===== src/rtl/atp_defines.svh =====
// Register offsets, field positions and reset values of the threshold postprocessing block
`ifndef ATP_DEFINES_SVH
`define ATP_DEFINES_SVH
`define ATP_OFF_CH9_RESULT 8'h74
`define ATP_OFF_UP_FILT_EN 8'h78
`define ATP_OFF_LO_FILT_EN 8'h7C
`define ATP_OFF_LO_LVL_03 8'h80
`define ATP_OFF_LO_LVL_45 8'h84
`define ATP_OFF_LO_LVL_69 8'h88
`define ATP_OFF_UP_LVL_03 8'h8C
`define ATP_OFF_UP_LVL_45 8'h90
`define ATP_OFF_UP_LVL_69 8'h94
`define ATP_OFF_LO_CNT_03 8'h98
`define ATP_OFF_LO_CNT_45 8'h9C
`define ATP_OFF_LO_CNT_69 8'hA0
`define ATP_OFF_UP_CNT_03 8'hA4
`define ATP_OFF_UP_CNT_45 8'hA8
`define ATP_OFF_UP_CNT_69 8'hAC
`define ATP_OFF_MODE 8'hB0
`define ATP_OFF_DEPTH 8'hB4
`define ATP_OFF_IRQ_STATUS 8'hB8
`define ATP_OFF_IRQ_MASK 8'hBC
`define ATP_OFF_PATH_STATUS 8'hC0
`define ATP_RST_FILT_EN 6'h3F
`define ATP_RST_LO_LVL_03 32'h3C2C3A42
`define ATP_RST_LO_LVL_45 16'h9A2C
`define ATP_RST_LO_LVL_69 32'hC7D3BBDB
`define ATP_RST_UP_LVL_03 32'hA8ABDAE2
`define ATP_RST_UP_LVL_45 16'hBC42
`define ATP_RST_UP_LVL_69 32'hE2FAC6EE
`define ATP_RST_LO_CNT_03 32'h12131312
`define ATP_RST_LO_CNT_45 16'h0A0A
`define ATP_RST_LO_CNT_69 32'h0A0A0A0A
`define ATP_RST_UP_CNT_03 32'h12131B1A
`define ATP_RST_UP_CNT_45 16'h1212
`define ATP_RST_UP_CNT_69 32'h1A1A1911
`define ATP_RST_MODE 12'h000
`define ATP_RST_DEPTH 20'hFFFFF
`define ATP_CNT_EXP_LSB 0
`define ATP_CNT_HYST_LSB 4
`define ATP_FILT_CHANS 6
`define ATP_FRAC_BITS 4
`endif


===== src/rtl/atp_pkg.sv =====
// Types shared by the threshold postprocessing block
package atp_pkg;
  typedef struct packed {
    logic valid;
    logic [3:0] chan;
    logic [9:0] data;
  } atp_sample_t;
  typedef struct packed {
    logic [9:0] lower;
    logic [9:0] upper;
  } atp_flags_t;
  typedef enum logic [1:0] {
    ATP_BOTH_LIMITS = 2'b00,
    ATP_UNDER_LIMIT = 2'b01,
    ATP_OVER_LIMIT = 2'b10,
    ATP_MODE_RSVD = 2'b11
  } atp_mode_t;
endpackage : atp_pkg


===== src/rtl/atp_top.sv =====
// Threshold postprocessing: averaging filters, hysteresis comparators, duration counters
// Behaviour
// - Channel 9 result reads 10 bits, filtered or raw by its output-select bit.
// - Result register bits 31:10 read zero; writes do nothing.
// - Paths 0-5 and the channel 9 result offer a running average over 2, 4, 8 or 16 samples.
// - Filtered or raw value compared against per-channel upper and lower levels.
// - Upper and lower comparators each have their own programmable hysteresis.
// - Per-comparator counter integrates active output up to two to the exponent.
// - Upper counter stalls at its limit and raises the upper status.
// - Over-limit mode: lower counter counts while value is above lower level.
// - Rising edge of each upper or lower status can raise an interrupt.
// - Detection is delayed by two to the exponent samples of active comparator.
// - Upper enable bit n routes filter output of channel n; bits 7:6 read zero.
// - Registers are accessed as whole 32-bit words only.
// - Eight-bit levels for channels 0-9, four per word, two for channels 4-5.
// - Two-bit mode per channel 0-5: both, under only, over only, 11 reserved.
// - Lower enable bit n routes filter output of channel n into lower path.
`timescale 1ns/1ps
`include "atp_defines.svh"
module atp_top import atp_pkg::*; (
  input wire logic clk_sys, // 20 MHz system clock
  input wire logic reset, // Synchronous reset, active high
  input wire atp_sample_t sample, // Demultiplexed conversion result
  input wire logic [3:0] filtered_output_select_hi, // Output select, bit 3 for channel 9
  input wire logic [7:0] s_axi_awaddr, // Write address
  input wire logic s_axi_awvalid, // Write address valid
  output logic s_axi_awready, // Write address ready
  input wire logic [31:0] s_axi_wdata, // Write data
  input wire logic [3:0] s_axi_wstrb, // Write byte strobes
  input wire logic s_axi_wvalid, // Write data valid
  output logic s_axi_wready, // Write data ready
  output logic [1:0] s_axi_bresp, // Write response
  output logic s_axi_bvalid, // Write response valid
  input wire logic s_axi_bready, // Write response ready
  input wire logic [7:0] s_axi_araddr, // Read address
  input wire logic s_axi_arvalid, // Read address valid
  output logic s_axi_arready, // Read address ready
  output logic [31:0] s_axi_rdata, // Read data
  output logic [1:0] s_axi_rresp, // Read response
  output logic s_axi_rvalid, // Read data valid
  input wire logic s_axi_rready, // Read data ready
  output atp_flags_t path_status_flag, // Upper and lower status per channel
  output logic irq // Level interrupt
);
  localparam logic [1:0] RESP_OKAY = 2'b00;
  localparam logic [1:0] RESP_SLVERR = 2'b10;

  function automatic logic [7:0] atp_pick(input logic [31:0] w03, input logic [15:0] w45,
                                          input logic [31:0] w69, input logic [3:0] ch);
    logic [7:0] f;
    f = 8'h00;
    if (ch < 4'h4) begin
      f = w03[{ch[1:0], 3'b000} +: 8];
    end else if (ch < 4'h6) begin
      f = w45[{ch[0], 3'b000} +: 8];
    end else begin
      f = w69[{ch[1:0] + 2'h2, 3'b000} +: 8];
    end
    return f;
  endfunction : atp_pick

  // Register file
  logic [5:0] upf_ff, nxt_upf, lof_ff, nxt_lof;
  logic [31:0] lo_lvl03_ff, nxt_lo_lvl03, lo_lvl69_ff, nxt_lo_lvl69;
  logic [31:0] up_lvl03_ff, nxt_up_lvl03, up_lvl69_ff, nxt_up_lvl69;
  logic [31:0] lo_cnt03_ff, nxt_lo_cnt03, lo_cnt69_ff, nxt_lo_cnt69;
  logic [31:0] up_cnt03_ff, nxt_up_cnt03, up_cnt69_ff, nxt_up_cnt69;
  logic [15:0] lo_lvl45_ff, nxt_lo_lvl45, up_lvl45_ff, nxt_up_lvl45;
  logic [15:0] lo_cnt45_ff, nxt_lo_cnt45, up_cnt45_ff, nxt_up_cnt45;
  logic [11:0] mode_ff, nxt_mode;
  logic [19:0] depth_ff, nxt_depth, ist_ff, nxt_ist, imask_ff, nxt_imask;
  // Bus handshake
  logic aw_got_ff, nxt_aw_got, w_got_ff, nxt_w_got, bvalid_ff, nxt_bvalid;
  logic rvalid_ff, nxt_rvalid;
  logic [7:0] waddr_ff, nxt_waddr;
  logic [31:0] wdata_ff, nxt_wdata, rdata_ff, nxt_rdata;
  logic [3:0] wstrb_ff, nxt_wstrb;
  logic [1:0] bresp_ff, nxt_bresp, rresp_ff, nxt_rresp;
  // Datapath
  logic [13:0] acc_ff [10];
  logic [13:0] nxt_acc [10];
  logic [9:0] raw_ff [10];
  logic [9:0] nxt_raw [10];
  logic [15:0] cup_ff [10];
  logic [15:0] nxt_cup [10];
  logic [15:0] clo_ff [10];
  logic [15:0] nxt_clo [10];
  logic [9:0] aup_ff, nxt_aup, alo_ff, nxt_alo, sup_ff, nxt_sup, slo_ff, nxt_slo;
  logic pend_ff, nxt_pend;
  logic [3:0] pch_ff, nxt_pch;

  logic wr_fire;
  logic [19:0] ist_set;

  assign s_axi_awready = !aw_got_ff && !bvalid_ff;
  assign s_axi_wready = !w_got_ff && !bvalid_ff;
  assign s_axi_arready = !rvalid_ff;
  assign s_axi_bvalid = bvalid_ff;
  assign s_axi_bresp = bresp_ff;
  assign s_axi_rvalid = rvalid_ff;
  assign s_axi_rdata = rdata_ff;
  assign s_axi_rresp = rresp_ff;
  assign path_status_flag = '{lower: slo_ff, upper: sup_ff};
  assign irq = |(ist_ff & imask_ff);
  assign wr_fire = aw_got_ff && w_got_ff && !bvalid_ff;

  // Bus slave: address and data may arrive in either order
  always_comb begin
    logic [31:0] rd;
    logic hit;
    logic [9:0] ch9;
    rd = 32'h0000_0000;
    hit = 1'b1;
    ch9 = filtered_output_select_hi[3] ? acc_ff[9][13:4] : raw_ff[9];
    nxt_aw_got = aw_got_ff;
    nxt_w_got = w_got_ff;
    nxt_waddr = waddr_ff;
    nxt_wdata = wdata_ff;
    nxt_wstrb = wstrb_ff;
    nxt_bvalid = bvalid_ff;
    nxt_bresp = bresp_ff;
    nxt_rvalid = rvalid_ff;
    nxt_rdata = rdata_ff;
    nxt_rresp = rresp_ff;
    if (s_axi_awvalid && s_axi_awready) begin
      nxt_aw_got = 1'b1;
      nxt_waddr = s_axi_awaddr;
    end
    if (s_axi_wvalid && s_axi_wready) begin
      nxt_w_got = 1'b1;
      nxt_wdata = s_axi_wdata;
      nxt_wstrb = s_axi_wstrb;
    end
    if (wr_fire) begin
      nxt_aw_got = 1'b0;
      nxt_w_got = 1'b0;
      nxt_bvalid = 1'b1;
      nxt_bresp = (waddr_ff[1:0] == 2'b00 && waddr_ff >= `ATP_OFF_CH9_RESULT &&
                   waddr_ff <= `ATP_OFF_PATH_STATUS) ? RESP_OKAY : RESP_SLVERR;
    end
    if (bvalid_ff && s_axi_bready) begin
      nxt_bvalid = 1'b0;
    end
    unique case (s_axi_araddr)
      `ATP_OFF_CH9_RESULT: rd = {22'h000000, ch9};
      `ATP_OFF_UP_FILT_EN: rd = {26'h0000000, upf_ff};
      `ATP_OFF_LO_FILT_EN: rd = {26'h0000000, lof_ff};
      `ATP_OFF_LO_LVL_03: rd = lo_lvl03_ff;
      `ATP_OFF_LO_LVL_45: rd = {16'h0000, lo_lvl45_ff};
      `ATP_OFF_LO_LVL_69: rd = lo_lvl69_ff;
      `ATP_OFF_UP_LVL_03: rd = up_lvl03_ff;
      `ATP_OFF_UP_LVL_45: rd = {16'h0000, up_lvl45_ff};
      `ATP_OFF_UP_LVL_69: rd = up_lvl69_ff;
      `ATP_OFF_LO_CNT_03: rd = lo_cnt03_ff;
      `ATP_OFF_LO_CNT_45: rd = {16'h0000, lo_cnt45_ff};
      `ATP_OFF_LO_CNT_69: rd = lo_cnt69_ff;
      `ATP_OFF_UP_CNT_03: rd = up_cnt03_ff;
      `ATP_OFF_UP_CNT_45: rd = {16'h0000, up_cnt45_ff};
      `ATP_OFF_UP_CNT_69: rd = up_cnt69_ff;
      `ATP_OFF_MODE: rd = {20'h00000, mode_ff};
      `ATP_OFF_DEPTH: rd = {12'h000, depth_ff};
      `ATP_OFF_IRQ_STATUS: rd = {12'h000, ist_ff};
      `ATP_OFF_IRQ_MASK: rd = {12'h000, imask_ff};
      `ATP_OFF_PATH_STATUS: rd = {12'h000, slo_ff, sup_ff};
      default: hit = 1'b0;
    endcase
    if (s_axi_arvalid && s_axi_arready) begin
      nxt_rvalid = 1'b1;
      nxt_rdata = rd;
      nxt_rresp = hit ? RESP_OKAY : RESP_SLVERR;
    end else if (rvalid_ff && s_axi_rready) begin
      nxt_rvalid = 1'b0;
    end
  end

  // Register writes; partial-word writes are dropped
  always_comb begin
    logic wr;
    wr = wr_fire && (wstrb_ff == 4'hF);
    nxt_upf = upf_ff;
    nxt_lof = lof_ff;
    nxt_lo_lvl03 = lo_lvl03_ff;
    nxt_lo_lvl45 = lo_lvl45_ff;
    nxt_lo_lvl69 = lo_lvl69_ff;
    nxt_up_lvl03 = up_lvl03_ff;
    nxt_up_lvl45 = up_lvl45_ff;
    nxt_up_lvl69 = up_lvl69_ff;
    nxt_lo_cnt03 = lo_cnt03_ff;
    nxt_lo_cnt45 = lo_cnt45_ff;
    nxt_lo_cnt69 = lo_cnt69_ff;
    nxt_up_cnt03 = up_cnt03_ff;
    nxt_up_cnt45 = up_cnt45_ff;
    nxt_up_cnt69 = up_cnt69_ff;
    nxt_mode = mode_ff;
    nxt_depth = depth_ff;
    nxt_imask = imask_ff;
    nxt_ist = ist_ff;
    if (wr) begin
      unique case (waddr_ff)
        `ATP_OFF_UP_FILT_EN: nxt_upf = wdata_ff[5:0];
        `ATP_OFF_LO_FILT_EN: nxt_lof = wdata_ff[5:0];
        `ATP_OFF_LO_LVL_03: nxt_lo_lvl03 = wdata_ff;
        `ATP_OFF_LO_LVL_45: nxt_lo_lvl45 = wdata_ff[15:0];
        `ATP_OFF_LO_LVL_69: nxt_lo_lvl69 = wdata_ff;
        `ATP_OFF_UP_LVL_03: nxt_up_lvl03 = wdata_ff;
        `ATP_OFF_UP_LVL_45: nxt_up_lvl45 = wdata_ff[15:0];
        `ATP_OFF_UP_LVL_69: nxt_up_lvl69 = wdata_ff;
        `ATP_OFF_LO_CNT_03: nxt_lo_cnt03 = wdata_ff;
        `ATP_OFF_LO_CNT_45: nxt_lo_cnt45 = wdata_ff[15:0];
        `ATP_OFF_LO_CNT_69: nxt_lo_cnt69 = wdata_ff;
        `ATP_OFF_UP_CNT_03: nxt_up_cnt03 = wdata_ff;
        `ATP_OFF_UP_CNT_45: nxt_up_cnt45 = wdata_ff[15:0];
        `ATP_OFF_UP_CNT_69: nxt_up_cnt69 = wdata_ff;
        `ATP_OFF_MODE: nxt_mode = wdata_ff[11:0];
        `ATP_OFF_DEPTH: nxt_depth = wdata_ff[19:0];
        `ATP_OFF_IRQ_MASK: nxt_imask = wdata_ff[19:0];
        `ATP_OFF_IRQ_STATUS: nxt_ist = ist_ff & ~wdata_ff[19:0];
        default: nxt_ist = ist_ff;
      endcase
    end
    nxt_ist = nxt_ist | ist_set; // Set wins over a same-cycle clear
  end

  // Stage 1 updates filter and raw copy; stage 2 compares and counts next cycle
  always_comb begin
    logic [3:0] c;
    logic [1:0] dep;
    logic signed [14:0] diff;
    logic [9:0] vu, vl;
    logic [7:0] vu8, vl8, lvu, lvl, cfu, cfl;
    logic [8:0] hu, hl;
    logic [15:0] lim_u, lim_l;
    logic mode_under, mode_over, act_u, act_l;
    c = pch_ff;
    dep = 2'b00;
    diff = 15'sh0000;
    nxt_acc = acc_ff;
    nxt_raw = raw_ff;
    nxt_cup = cup_ff;
    nxt_clo = clo_ff;
    nxt_aup = aup_ff;
    nxt_alo = alo_ff;
    nxt_sup = sup_ff;
    nxt_slo = slo_ff;
    nxt_pend = 1'b0;
    nxt_pch = pch_ff;
    if (sample.valid && sample.chan < 4'hA) begin
      dep = depth_ff[{sample.chan, 1'b0} +: 2];
      diff = $signed({1'b0, sample.data, 4'h0}) - $signed({1'b0, acc_ff[sample.chan]});
      // Running average over 2 to 16 samples, four fraction bits to limit drift
      // Shift widened so code 3 gives 4 and does not wrap to 0
      nxt_acc[sample.chan] = acc_ff[sample.chan] + 14'(diff >>> ({1'b0, dep} + 3'd1));
      nxt_raw[sample.chan] = sample.data;
      nxt_pend = 1'b1;
      nxt_pch = sample.chan;
    end
    vu = (c < 4'h6 && upf_ff[c[2:0]]) ? acc_ff[c][13:4] : raw_ff[c];
    vl = (c < 4'h6 && lof_ff[c[2:0]]) ? acc_ff[c][13:4] : raw_ff[c];
    vu8 = vu[9:2];
    vl8 = vl[9:2];
    lvu = atp_pick(up_lvl03_ff, up_lvl45_ff, up_lvl69_ff, c);
    lvl = atp_pick(lo_lvl03_ff, lo_lvl45_ff, lo_lvl69_ff, c);
    cfu = atp_pick(up_cnt03_ff, up_cnt45_ff, up_cnt69_ff, c);
    cfl = atp_pick(lo_cnt03_ff, lo_cnt45_ff, lo_cnt69_ff, c);
    hu = {5'h00, cfu[`ATP_CNT_HYST_LSB +: 4]};
    hl = {5'h00, cfl[`ATP_CNT_HYST_LSB +: 4]};
    lim_u = 16'h0001 << cfu[`ATP_CNT_EXP_LSB +: 4];
    lim_l = 16'h0001 << cfl[`ATP_CNT_EXP_LSB +: 4];
    mode_under = (c < 4'h6) && (mode_ff[{c[2:0], 1'b0} +: 2] == ATP_UNDER_LIMIT);
    mode_over = (c < 4'h6) && (mode_ff[{c[2:0], 1'b0} +: 2] == ATP_OVER_LIMIT);
    // Once active, a comparator holds until the value backs off by the hysteresis
    act_u = aup_ff[c] ? ({1'b0, vu8} + hu > {1'b0, lvu}) : (vu8 > lvu);
    act_u = act_u && !mode_under;
    if (mode_over) begin
      act_l = alo_ff[c] ? ({1'b0, vl8} + hl > {1'b0, lvl}) : (vl8 > lvl);
    end else begin
      act_l = alo_ff[c] ? ({1'b0, vl8} < {1'b0, lvl} + hl) : (vl8 < lvl);
    end
    if (pend_ff) begin
      nxt_aup[c] = act_u;
      nxt_alo[c] = act_l;
      if (!act_u) begin
        nxt_cup[c] = 16'h0000;
      end else if (cup_ff[c] < lim_u) begin
        nxt_cup[c] = cup_ff[c] + 16'h0001; // Stalls at the limit
      end
      if (!act_l) begin
        nxt_clo[c] = 16'h0000;
      end else if (clo_ff[c] < lim_l) begin
        nxt_clo[c] = clo_ff[c] + 16'h0001;
      end
      nxt_sup[c] = act_u && (nxt_cup[c] == lim_u);
      nxt_slo[c] = act_l && (nxt_clo[c] == lim_l);
    end
    ist_set = {nxt_slo & ~slo_ff, nxt_sup & ~sup_ff};
  end

  always_ff @(posedge clk_sys) begin
    if (reset) begin
      upf_ff <= `ATP_RST_FILT_EN;
      lof_ff <= `ATP_RST_FILT_EN;
      lo_lvl03_ff <= `ATP_RST_LO_LVL_03;
      lo_lvl45_ff <= `ATP_RST_LO_LVL_45;
      lo_lvl69_ff <= `ATP_RST_LO_LVL_69;
      up_lvl03_ff <= `ATP_RST_UP_LVL_03;
      up_lvl45_ff <= `ATP_RST_UP_LVL_45;
      up_lvl69_ff <= `ATP_RST_UP_LVL_69;
      lo_cnt03_ff <= `ATP_RST_LO_CNT_03;
      lo_cnt45_ff <= `ATP_RST_LO_CNT_45;
      lo_cnt69_ff <= `ATP_RST_LO_CNT_69;
      up_cnt03_ff <= `ATP_RST_UP_CNT_03;
      up_cnt45_ff <= `ATP_RST_UP_CNT_45;
      up_cnt69_ff <= `ATP_RST_UP_CNT_69;
      mode_ff <= `ATP_RST_MODE;
      depth_ff <= `ATP_RST_DEPTH;
      ist_ff <= 20'h00000;
      imask_ff <= 20'h00000;
      aw_got_ff <= 1'b0;
      w_got_ff <= 1'b0;
      waddr_ff <= 8'h00;
      wdata_ff <= 32'h0000_0000;
      wstrb_ff <= 4'h0;
      bvalid_ff <= 1'b0;
      bresp_ff <= RESP_OKAY;
      rvalid_ff <= 1'b0;
      rdata_ff <= 32'h0000_0000;
      rresp_ff <= RESP_OKAY;
      acc_ff <= '{default: 14'h0000};
      raw_ff <= '{default: 10'h000};
      cup_ff <= '{default: 16'h0000};
      clo_ff <= '{default: 16'h0000};
      aup_ff <= 10'h000;
      alo_ff <= 10'h000;
      sup_ff <= 10'h000;
      slo_ff <= 10'h000;
      pend_ff <= 1'b0;
      pch_ff <= 4'h0;
    end else begin
      upf_ff <= nxt_upf;
      lof_ff <= nxt_lof;
      lo_lvl03_ff <= nxt_lo_lvl03;
      lo_lvl45_ff <= nxt_lo_lvl45;
      lo_lvl69_ff <= nxt_lo_lvl69;
      up_lvl03_ff <= nxt_up_lvl03;
      up_lvl45_ff <= nxt_up_lvl45;
      up_lvl69_ff <= nxt_up_lvl69;
      lo_cnt03_ff <= nxt_lo_cnt03;
      lo_cnt45_ff <= nxt_lo_cnt45;
      lo_cnt69_ff <= nxt_lo_cnt69;
      up_cnt03_ff <= nxt_up_cnt03;
      up_cnt45_ff <= nxt_up_cnt45;
      up_cnt69_ff <= nxt_up_cnt69;
      mode_ff <= nxt_mode;
      depth_ff <= nxt_depth;
      ist_ff <= nxt_ist;
      imask_ff <= nxt_imask;
      aw_got_ff <= nxt_aw_got;
      w_got_ff <= nxt_w_got;
      waddr_ff <= nxt_waddr;
      wdata_ff <= nxt_wdata;
      wstrb_ff <= nxt_wstrb;
      bvalid_ff <= nxt_bvalid;
      bresp_ff <= nxt_bresp;
      rvalid_ff <= nxt_rvalid;
      rdata_ff <= nxt_rdata;
      rresp_ff <= nxt_rresp;
      acc_ff <= nxt_acc;
      raw_ff <= nxt_raw;
      cup_ff <= nxt_cup;
      clo_ff <= nxt_clo;
      aup_ff <= nxt_aup;
      alo_ff <= nxt_alo;
      sup_ff <= nxt_sup;
      slo_ff <= nxt_slo;
      pend_ff <= nxt_pend;
      pch_ff <= nxt_pch;
    end
  end
endmodule : atp_top


===== config.mk =====
export PLATFORM = sky130hd
export DESIGN_NAME = atp_top
export DESIGN_NICKNAME = d
export VERILOG_FILES = /design/src/rtl/atp_pkg.sv /design/src/rtl/atp_top.sv
export VERILOG_INCLUDE_DIRS = /design/src /design/src/rtl
export SDC_FILE = /design/constraint.sdc
export NUM_CORES = 2
export LEC_CHECK = 0
export CAP_MARGIN = 10
export CORE_MARGIN = 2
export CORE_UTILIZATION = 50
export DETAILED_ROUTE_END_ITERATION = 7
export DONT_BUFFER_PORTS = 1
export PLACE_DENSITY = 0.66
export SLEW_MARGIN = 0
export SYNTH_ARGS = -nofsm -noshare
export SYNTH_HDL_FRONTEND = slang
export SYNTH_SLANG_ARGS = --single-unit

===== constraint.sdc =====
create_clock -name clk_sys -period 10.8 [get_ports clk_sys]
set_input_delay 2.16 -clock clk_sys [delete_from_list [all_inputs] [get_ports clk_sys]]
set_output_delay 2.16 -clock clk_sys [all_outputs]
set_load 0.1 [all_outputs]

-- After elaboration in Yosys (flattened, before gate mapping)
Cells that the tools add are included.
- add/subtract/negate cells: 9
- multipliers: 0
- div/mod/pow operators: 0
- order comparisons: 20
- eq/ne operators: 43
- shift operators: 17
- multiplexer cells: 77
- bitwise gates (word level): 13
- reduce and logical (&&, ||, !) cells: 51
- operators with widths (cell ; count):
    160-bit two-way mux ; 6
    32-bit case mux with 20 select lines ; 1
    160-bit bitwise AND ; 2
    160-bit bitwise mux ; 2
    8-bit == test, second input constant ; 33
    16-bit binary-select mux with 4-bit select ; 4
    32-bit by 6-bit variable part select with 8-bit output ; 8
    160-bit inverter ; 1
    16-bit two-way mux ; 9
    140-bit bitwise mux ; 1
    14-bit binary-select mux with 4-bit select ; 2
    100-bit bitwise mux ; 1
    10-bit two-way mux ; 8
    14-bit two-way mux ; 5
    16-bit demux with 4-bit select ; 1
    8-bit two-way mux ; 8
    16-bit by 5-bit variable part select with 8-bit output ; 4
    14-bit demux with 4-bit select ; 1
    20-bit bitwise AND ; 2
    10-bit binary-select mux with 4-bit select ; 1
    10-bit bitwise mux ; 4
    10-bit demux with 4-bit select ; 1
    8-bit by 7-bit == test with 1-bit output, second input constant ; 5
    20-bit two-way mux ; 2
    other kinds (45) ; 118
- bits in registers: 1093
- latch bits: 0
- RAM bits: 0
- bits in read-only memories: 0
- input bits: 78
- output and inout bits: 62
- logic and storage cells: 304
- memories kept: 0

-- Depth between registers and ports, before layout
- word-level depth: 20
- gate-level depth with buffers: 48
- depth with buffers taken out: 30

-- Worst setup path before layout
No wires, ideal clock.
- kind: input -> register
- start: input sample[10] in the netlist's numbering
- end: register acc_ff[125] in the netlist's numbering
- setup time: 0.115 ns
- data arrival time: 9.278 ns
- required time: 10.685 ns
- slack: 1.408 ns
- stages: 33
- path buffers: 6
- path through: clkbuf_1 > clkbuf_1 > clkbuf_1 > clkbuf_1 > buf_1 > mux2i_1 > o22a_1 > ha_1 > inv_1 > a311oi_1 > a41o_1 > a21oi_1 > o21bai_1 > xor2_1 > mux2i_1 > mux2_2 > nand2_1 > o31a_1 > ha_1 > a21o_1 > a21oi_1 > o21bai_1 > a21oi_1 > o21bai_1 > a21oi_1 > o21bai_1 > a21oi_1 > o21ai_0 > a2111o_1 > nand3_1 > clkbuf_1 > nor3_1 > a2111oi_0
- longest elaborated chain between the ends: 8
- elaborated cells between the ends (all ways): 17
- classes of those cells: add/sub (3); order compare (3); shift (2); mux (6); bitwise (1); reduce/logical (2)
- RTL lines (element ; RTL line ; RTL):
    start, declared ; atp_top.sv:23 ; input wire atp_sample_t sample,
    4-bit inverter with 5-bit output (implied by the code) ; atp_top.sv:249, atp_top.sv:252 ;
    14-bit binary-select mux with 4-bit select ; atp_top.sv:249, atp_top.sv:252 ;
    14-bit two-way mux (implied by the code) (2 in series) ; atp_top.sv:249, atp_top.sv:252 ;
    14-bit by 14-bit subtractor with 15-bit output ; atp_top.sv:249 ; diff = $signed({1'b0, sample.data, 4'h0}) - $signed({1'b0, acc_ff[sample.chan]});
    15-bit by 3-bit >>> shifter with 14-bit output ; atp_top.sv:252 ; nxt_acc[sample.chan] = acc_ff[sample.chan] + 14'(diff >>> ({1'b0, dep} + 3'd1));
    14-bit adder ; atp_top.sv:252 ;
    140-bit bitwise mux ; atp_top.sv:252 ;
    end signal, assigned ; atp_top.sv:367 ; acc_ff <= nxt_acc;
    end, declared ; atp_top.sv:80 ; logic [13:0] acc_ff [10];
Several ways; a longest one is shown, not always the timed one. The select of a mux whose other input is x is not followed.
A chain may end at the register's enable or synchronous reset.

-- Worst setup path after layout
- start: register pch_ff[1]
- end: register ist_ff[4]
- longest elaborated chain between the ends: 20
- elaborated cells between the ends (all ways): 64
- classes of those cells: add/sub (3); order compare (9); eq/ne (2); shift (6); mux (32); bitwise (5); reduce/logical (7)
- RTL lines (element ; RTL line ; RTL):
    start, declared ; atp_top.sv:90 ; logic [3:0] pch_ff, nxt_pch;
    start signal, assigned ; atp_top.sv:376 ; pch_ff <= nxt_pch;
    parallel branches: the longest is 16 deep, another holds 8-bit by 4-bit adder with 9-bit output ; -- ;
    10-bit bitwise mux (*) ; atp_top.sv:292 ; nxt_sup[c] = act_u && (nxt_cup[c] == lim_u);
    10-bit two-way mux (*) ; atp_top.sv:279 ; if (pend_ff) begin
    10-bit bitwise AND (*) ; atp_top.sv:295 ; ist_set = {nxt_slo & ~slo_ff, nxt_sup & ~sup_ff};
    20-bit bitwise OR (*) ; atp_top.sv:221 ; nxt_ist = nxt_ist | ist_set;
    end signal, assigned ; atp_top.sv:355 ; ist_ff <= nxt_ist;
    end, declared ; atp_top.sv:71 ; logic [19:0] depth_ff, nxt_depth, ist_ff, nxt_ist, imask_ff, nxt_imask;
Every way passes the cells marked *. The select of a mux whose other input is x is not followed.

==> out/summary.txt <==
Setup Crit Path Kind: flip-flop to flip-flop
Worst setup SP type: flip-flop
Initial drt markers: 9604
Initial antenna violation count: 8
Post-Route WL: 265 mm
Pleak: 22.7 nW
Post CTS Setup Buffer Count: 0
Synth Instances: 7307
Pre-antenna DRT Iters: 8
Ys Warns: 0
Die X-Extent: 346 um
Critical Path RT: 11430 ps
Die height: 346 um
Cell type with the largest total area after synthesis: dfxtp_1
Slew Viols, Final: 590
Hold Buf Count CTS: 0
Max layer used: met5
Nets: 7188
FP Rows: 125
Core area: 116000 sq um
GRT Total Usage: 42.3%
Filler Cell Count: 10800
Crit. End Element: flip-flop
HP Class: flip-flop to flip-flop
Final antenna-violating net count: 0
Post-synth EDFFs: 0
XOR/XNOR Fraction of Synth Area: 1.08%
Setup_tns: 0 ps
Grt total ovfl: 0
Async set-or-reset flop fraction in the synthesized netlist: 0%
Fmax: 101 MHz
Count leader, synth: nand2_1
Worst skew pair latency: 770 ps
WL per Instance: 30.6 um
CTS resizes: 0
Synthesized area: 58500 sq um
Vias in the first global route: 54800
Adder-Cell Fraction of Synth Area: 2.45%
Slew headroom: -59.8%
Combinational family with the most area after synthesis: compound AO/OA/AOI/OAI gates
Layout area overhead: 9.26%
Clock buffer depth: 3
VDD IR max: 0.000143 V
Status: finished, violations left
IO Port Bufs: 0
I/O pin count: 140
DP HPWL: 171 mm
CTS root buf: clkbuf_16
Routed vias/inst: 6.93
Mux cell area share after synthesis: 11.1%
Netlist cell types: 101
Post-synthesis sequential area ratio: 36.7%
Post-route clock period utilization: 91.9%
Post-synthesis compound-gate area fraction: 23.4%
First-pass GRT wire length: 380 mm
Setup Viol. Count Final: 0
Mean Syn Cell Area: 8.00 sq um
Synth area leaders: dfxtp_1 37%, nand2_1 8.4%, a21oi_1 6.0%
Cell Pwr Density: 155 nW/um^2
Met3 wire length: 36.6 mm
Num CTS Buffers: 115
Share of the synthesized area in the top cell type: 36.7%
Simple-Gate Fraction of Synth Area: 20.1%
Worst-margin pin slew: 2400 ps
H-tree depth: 3
Routed met2 length: 107 mm
RSZ-0062 raised after global routing: no
Max Cap Violations: 0
Yosys reg bits: 1073
DR DRC count: 26
CTS sink count: 1073
Initial Util: 50.4%
CP Max Fanout: 50
Vias: 59800
Synth cell count leaders: 1305 x nand2_1, 1073 x dfxtp_1, 907 x nor2_1
GP Congestion: 1.04
Crit path arrival time: 10560 ps
Final hold vios: 0
Final worst path period need: 9930 ps
Largest net degree at the start of global routing: 868
Clk slew on worst S/H paths: 60 ps
WL met1: 98.0 mm
Share of layout cells above drive strength 1: 10.3%
Die area: 120000 sq um
Ys flop type: dfxtp_1
Failing checks: design-rule violations, max-slew violations
Worst hold slack: 453 ps
Clk_skew: 65.9 ps
CTS tree: done
==> where the power goes <==
part           internal (W)  switching [W]  leakage (nW)
sequential          0.00399      0.0000892          8.66
clock               0.00254        0.00183          2.05
combinational      0.000417        0.00103          12.0
total               0.00694        0.00295          22.7
==> kinds of logic after synthesis <==
family | count (synthesis)
xor gates and xnor gates | 71
AOI/OAI and AO/OA | 2049
other | 1
and+or+nand+nor | 2790
buffers and inverters | 737
muxes | 474
DFF | 1073
adders and majority gates | 112
==> layout make-up <==
class	instances	area (sq um)	area share, %
antenna	9	22.5	0.0353
multi-input combinational	5498	34200	53.6
clock buffer	151	3290	5.14
timing repair buffer	219	1690	2.65
tap	1524	1910	2.99
clock inverter	68	895	1.40
inverter	91	347	0.543
sequential	1073	21500	33.7
==> sequential cells by signal, indices dropped and copies added (netlist names), 20 cells and up <==
name	cells
lo_cnt69_ff	32
ist_ff	20
depth_ff	20
wdata_ff	32
up_lvl03_ff	32
raw_ff	82
clo_ff	160
imask_ff	20
cup_ff	160
s_axi_rdata	32
lo_lvl03_ff	32
acc_ff	140
up_lvl69_ff	32
up_cnt69_ff	32
lo_lvl69_ff	32
up_cnt03_ff	32
lo_cnt03_ff	32
==> worst max-delay path, cell delays in order, from the launching register on <==
cell and delay (ps):
dfxtp_4 1110, buf_4 430, mux4_2 530, mux2i_1 240, o21ai_0 180, mux2i_1 310
inv_1 120, ha_1 290, a21o_1 160, a21oi_1 210, nor2b_1 70, o21ai_0 290
nand3b_1 170, xnor2_1 80, ha_1 310, nand2_1 70, nor3_1 220, nor2_1 70
a211o_1 520, o21bai_4 920, o21ai_0 540, and3_1 350, a211oi_1 240, o221ai_1 140
nor4_1 580, nand4_1 400, or3_1 730, o41ai_1 410
==> stage by stage <==
stage / power, W / cells / setup slack, ps / utilization [%] / area (sq um)
global route: 0.0101 / 8625 / 817 / 55.0 / 63900
CTS: 0.00981 / 8624 / 1260 / 55.0 / 63900
detailed placement: 0.00553 / 8405 / 1320 / 51.4 / 59700
floorplan: 0.00509 / 7308 / 1410 / - / 58500
finish: 0.00989 / 8633 / 870 / 55.0 / 63900
global placement: 0.00552 / 8405 / 1520 / 51.4 / 59700
==> routing by layer <==
layer | track usage, % | vias to the layer above
li1 | - | 25700
met1 | 53.9 | 28400
met2 | 60.4 | 4479
met3 | 13.5 | 1228
met4 | 29.8 | 6
met5 | 0.760 | -
==> cell usage in the layout (no fill, tap or decap), types with 32 or more instances in the layout <==
master	Yosys	final
nand3_1	199	199
nor2b_1	33	32
o22ai_1	86	85
nand4_1	50	50
a31oi_1	69	69
mux2_2	55	55
o31ai_1	35	35
mux2i_1	281	281
nand2_1	1305	1302
o21ai_0	141	141
ha_1	108	108
a22oi_1	380	380
o21ai_1	34	34
a21oi_1	700	699
nor2_2	1	33
and3_1	58	58
buf_4	15	215
a21o_1	39	39
xnor2_1	52	52
nor2_1	907	862
dfxtp_1	1073	1069
nor3_1	75	72
clkbuf_16	0	117
a22o_1	81	81
inv_1	85	83
a211oi_1	77	76
mux4_2	133	133
a221oi_1	113	113
==> path summary, 6_finish.rpt <==
kind | start | endpoint | slack, ps | depth (start not counted)
worst max-delay path | pch_ff[1] | ist_ff[4] | 870 | 27
worst min-delay path | raw_ff[18] | raw_ff[18] | 450 | 2
worst max register to register | pch_ff[1] | ist_ff[4] | 870 | 27
worst min register to register | raw_ff[18] | raw_ff[18] | 450 | 2
(Power assumes the default switching activity.)
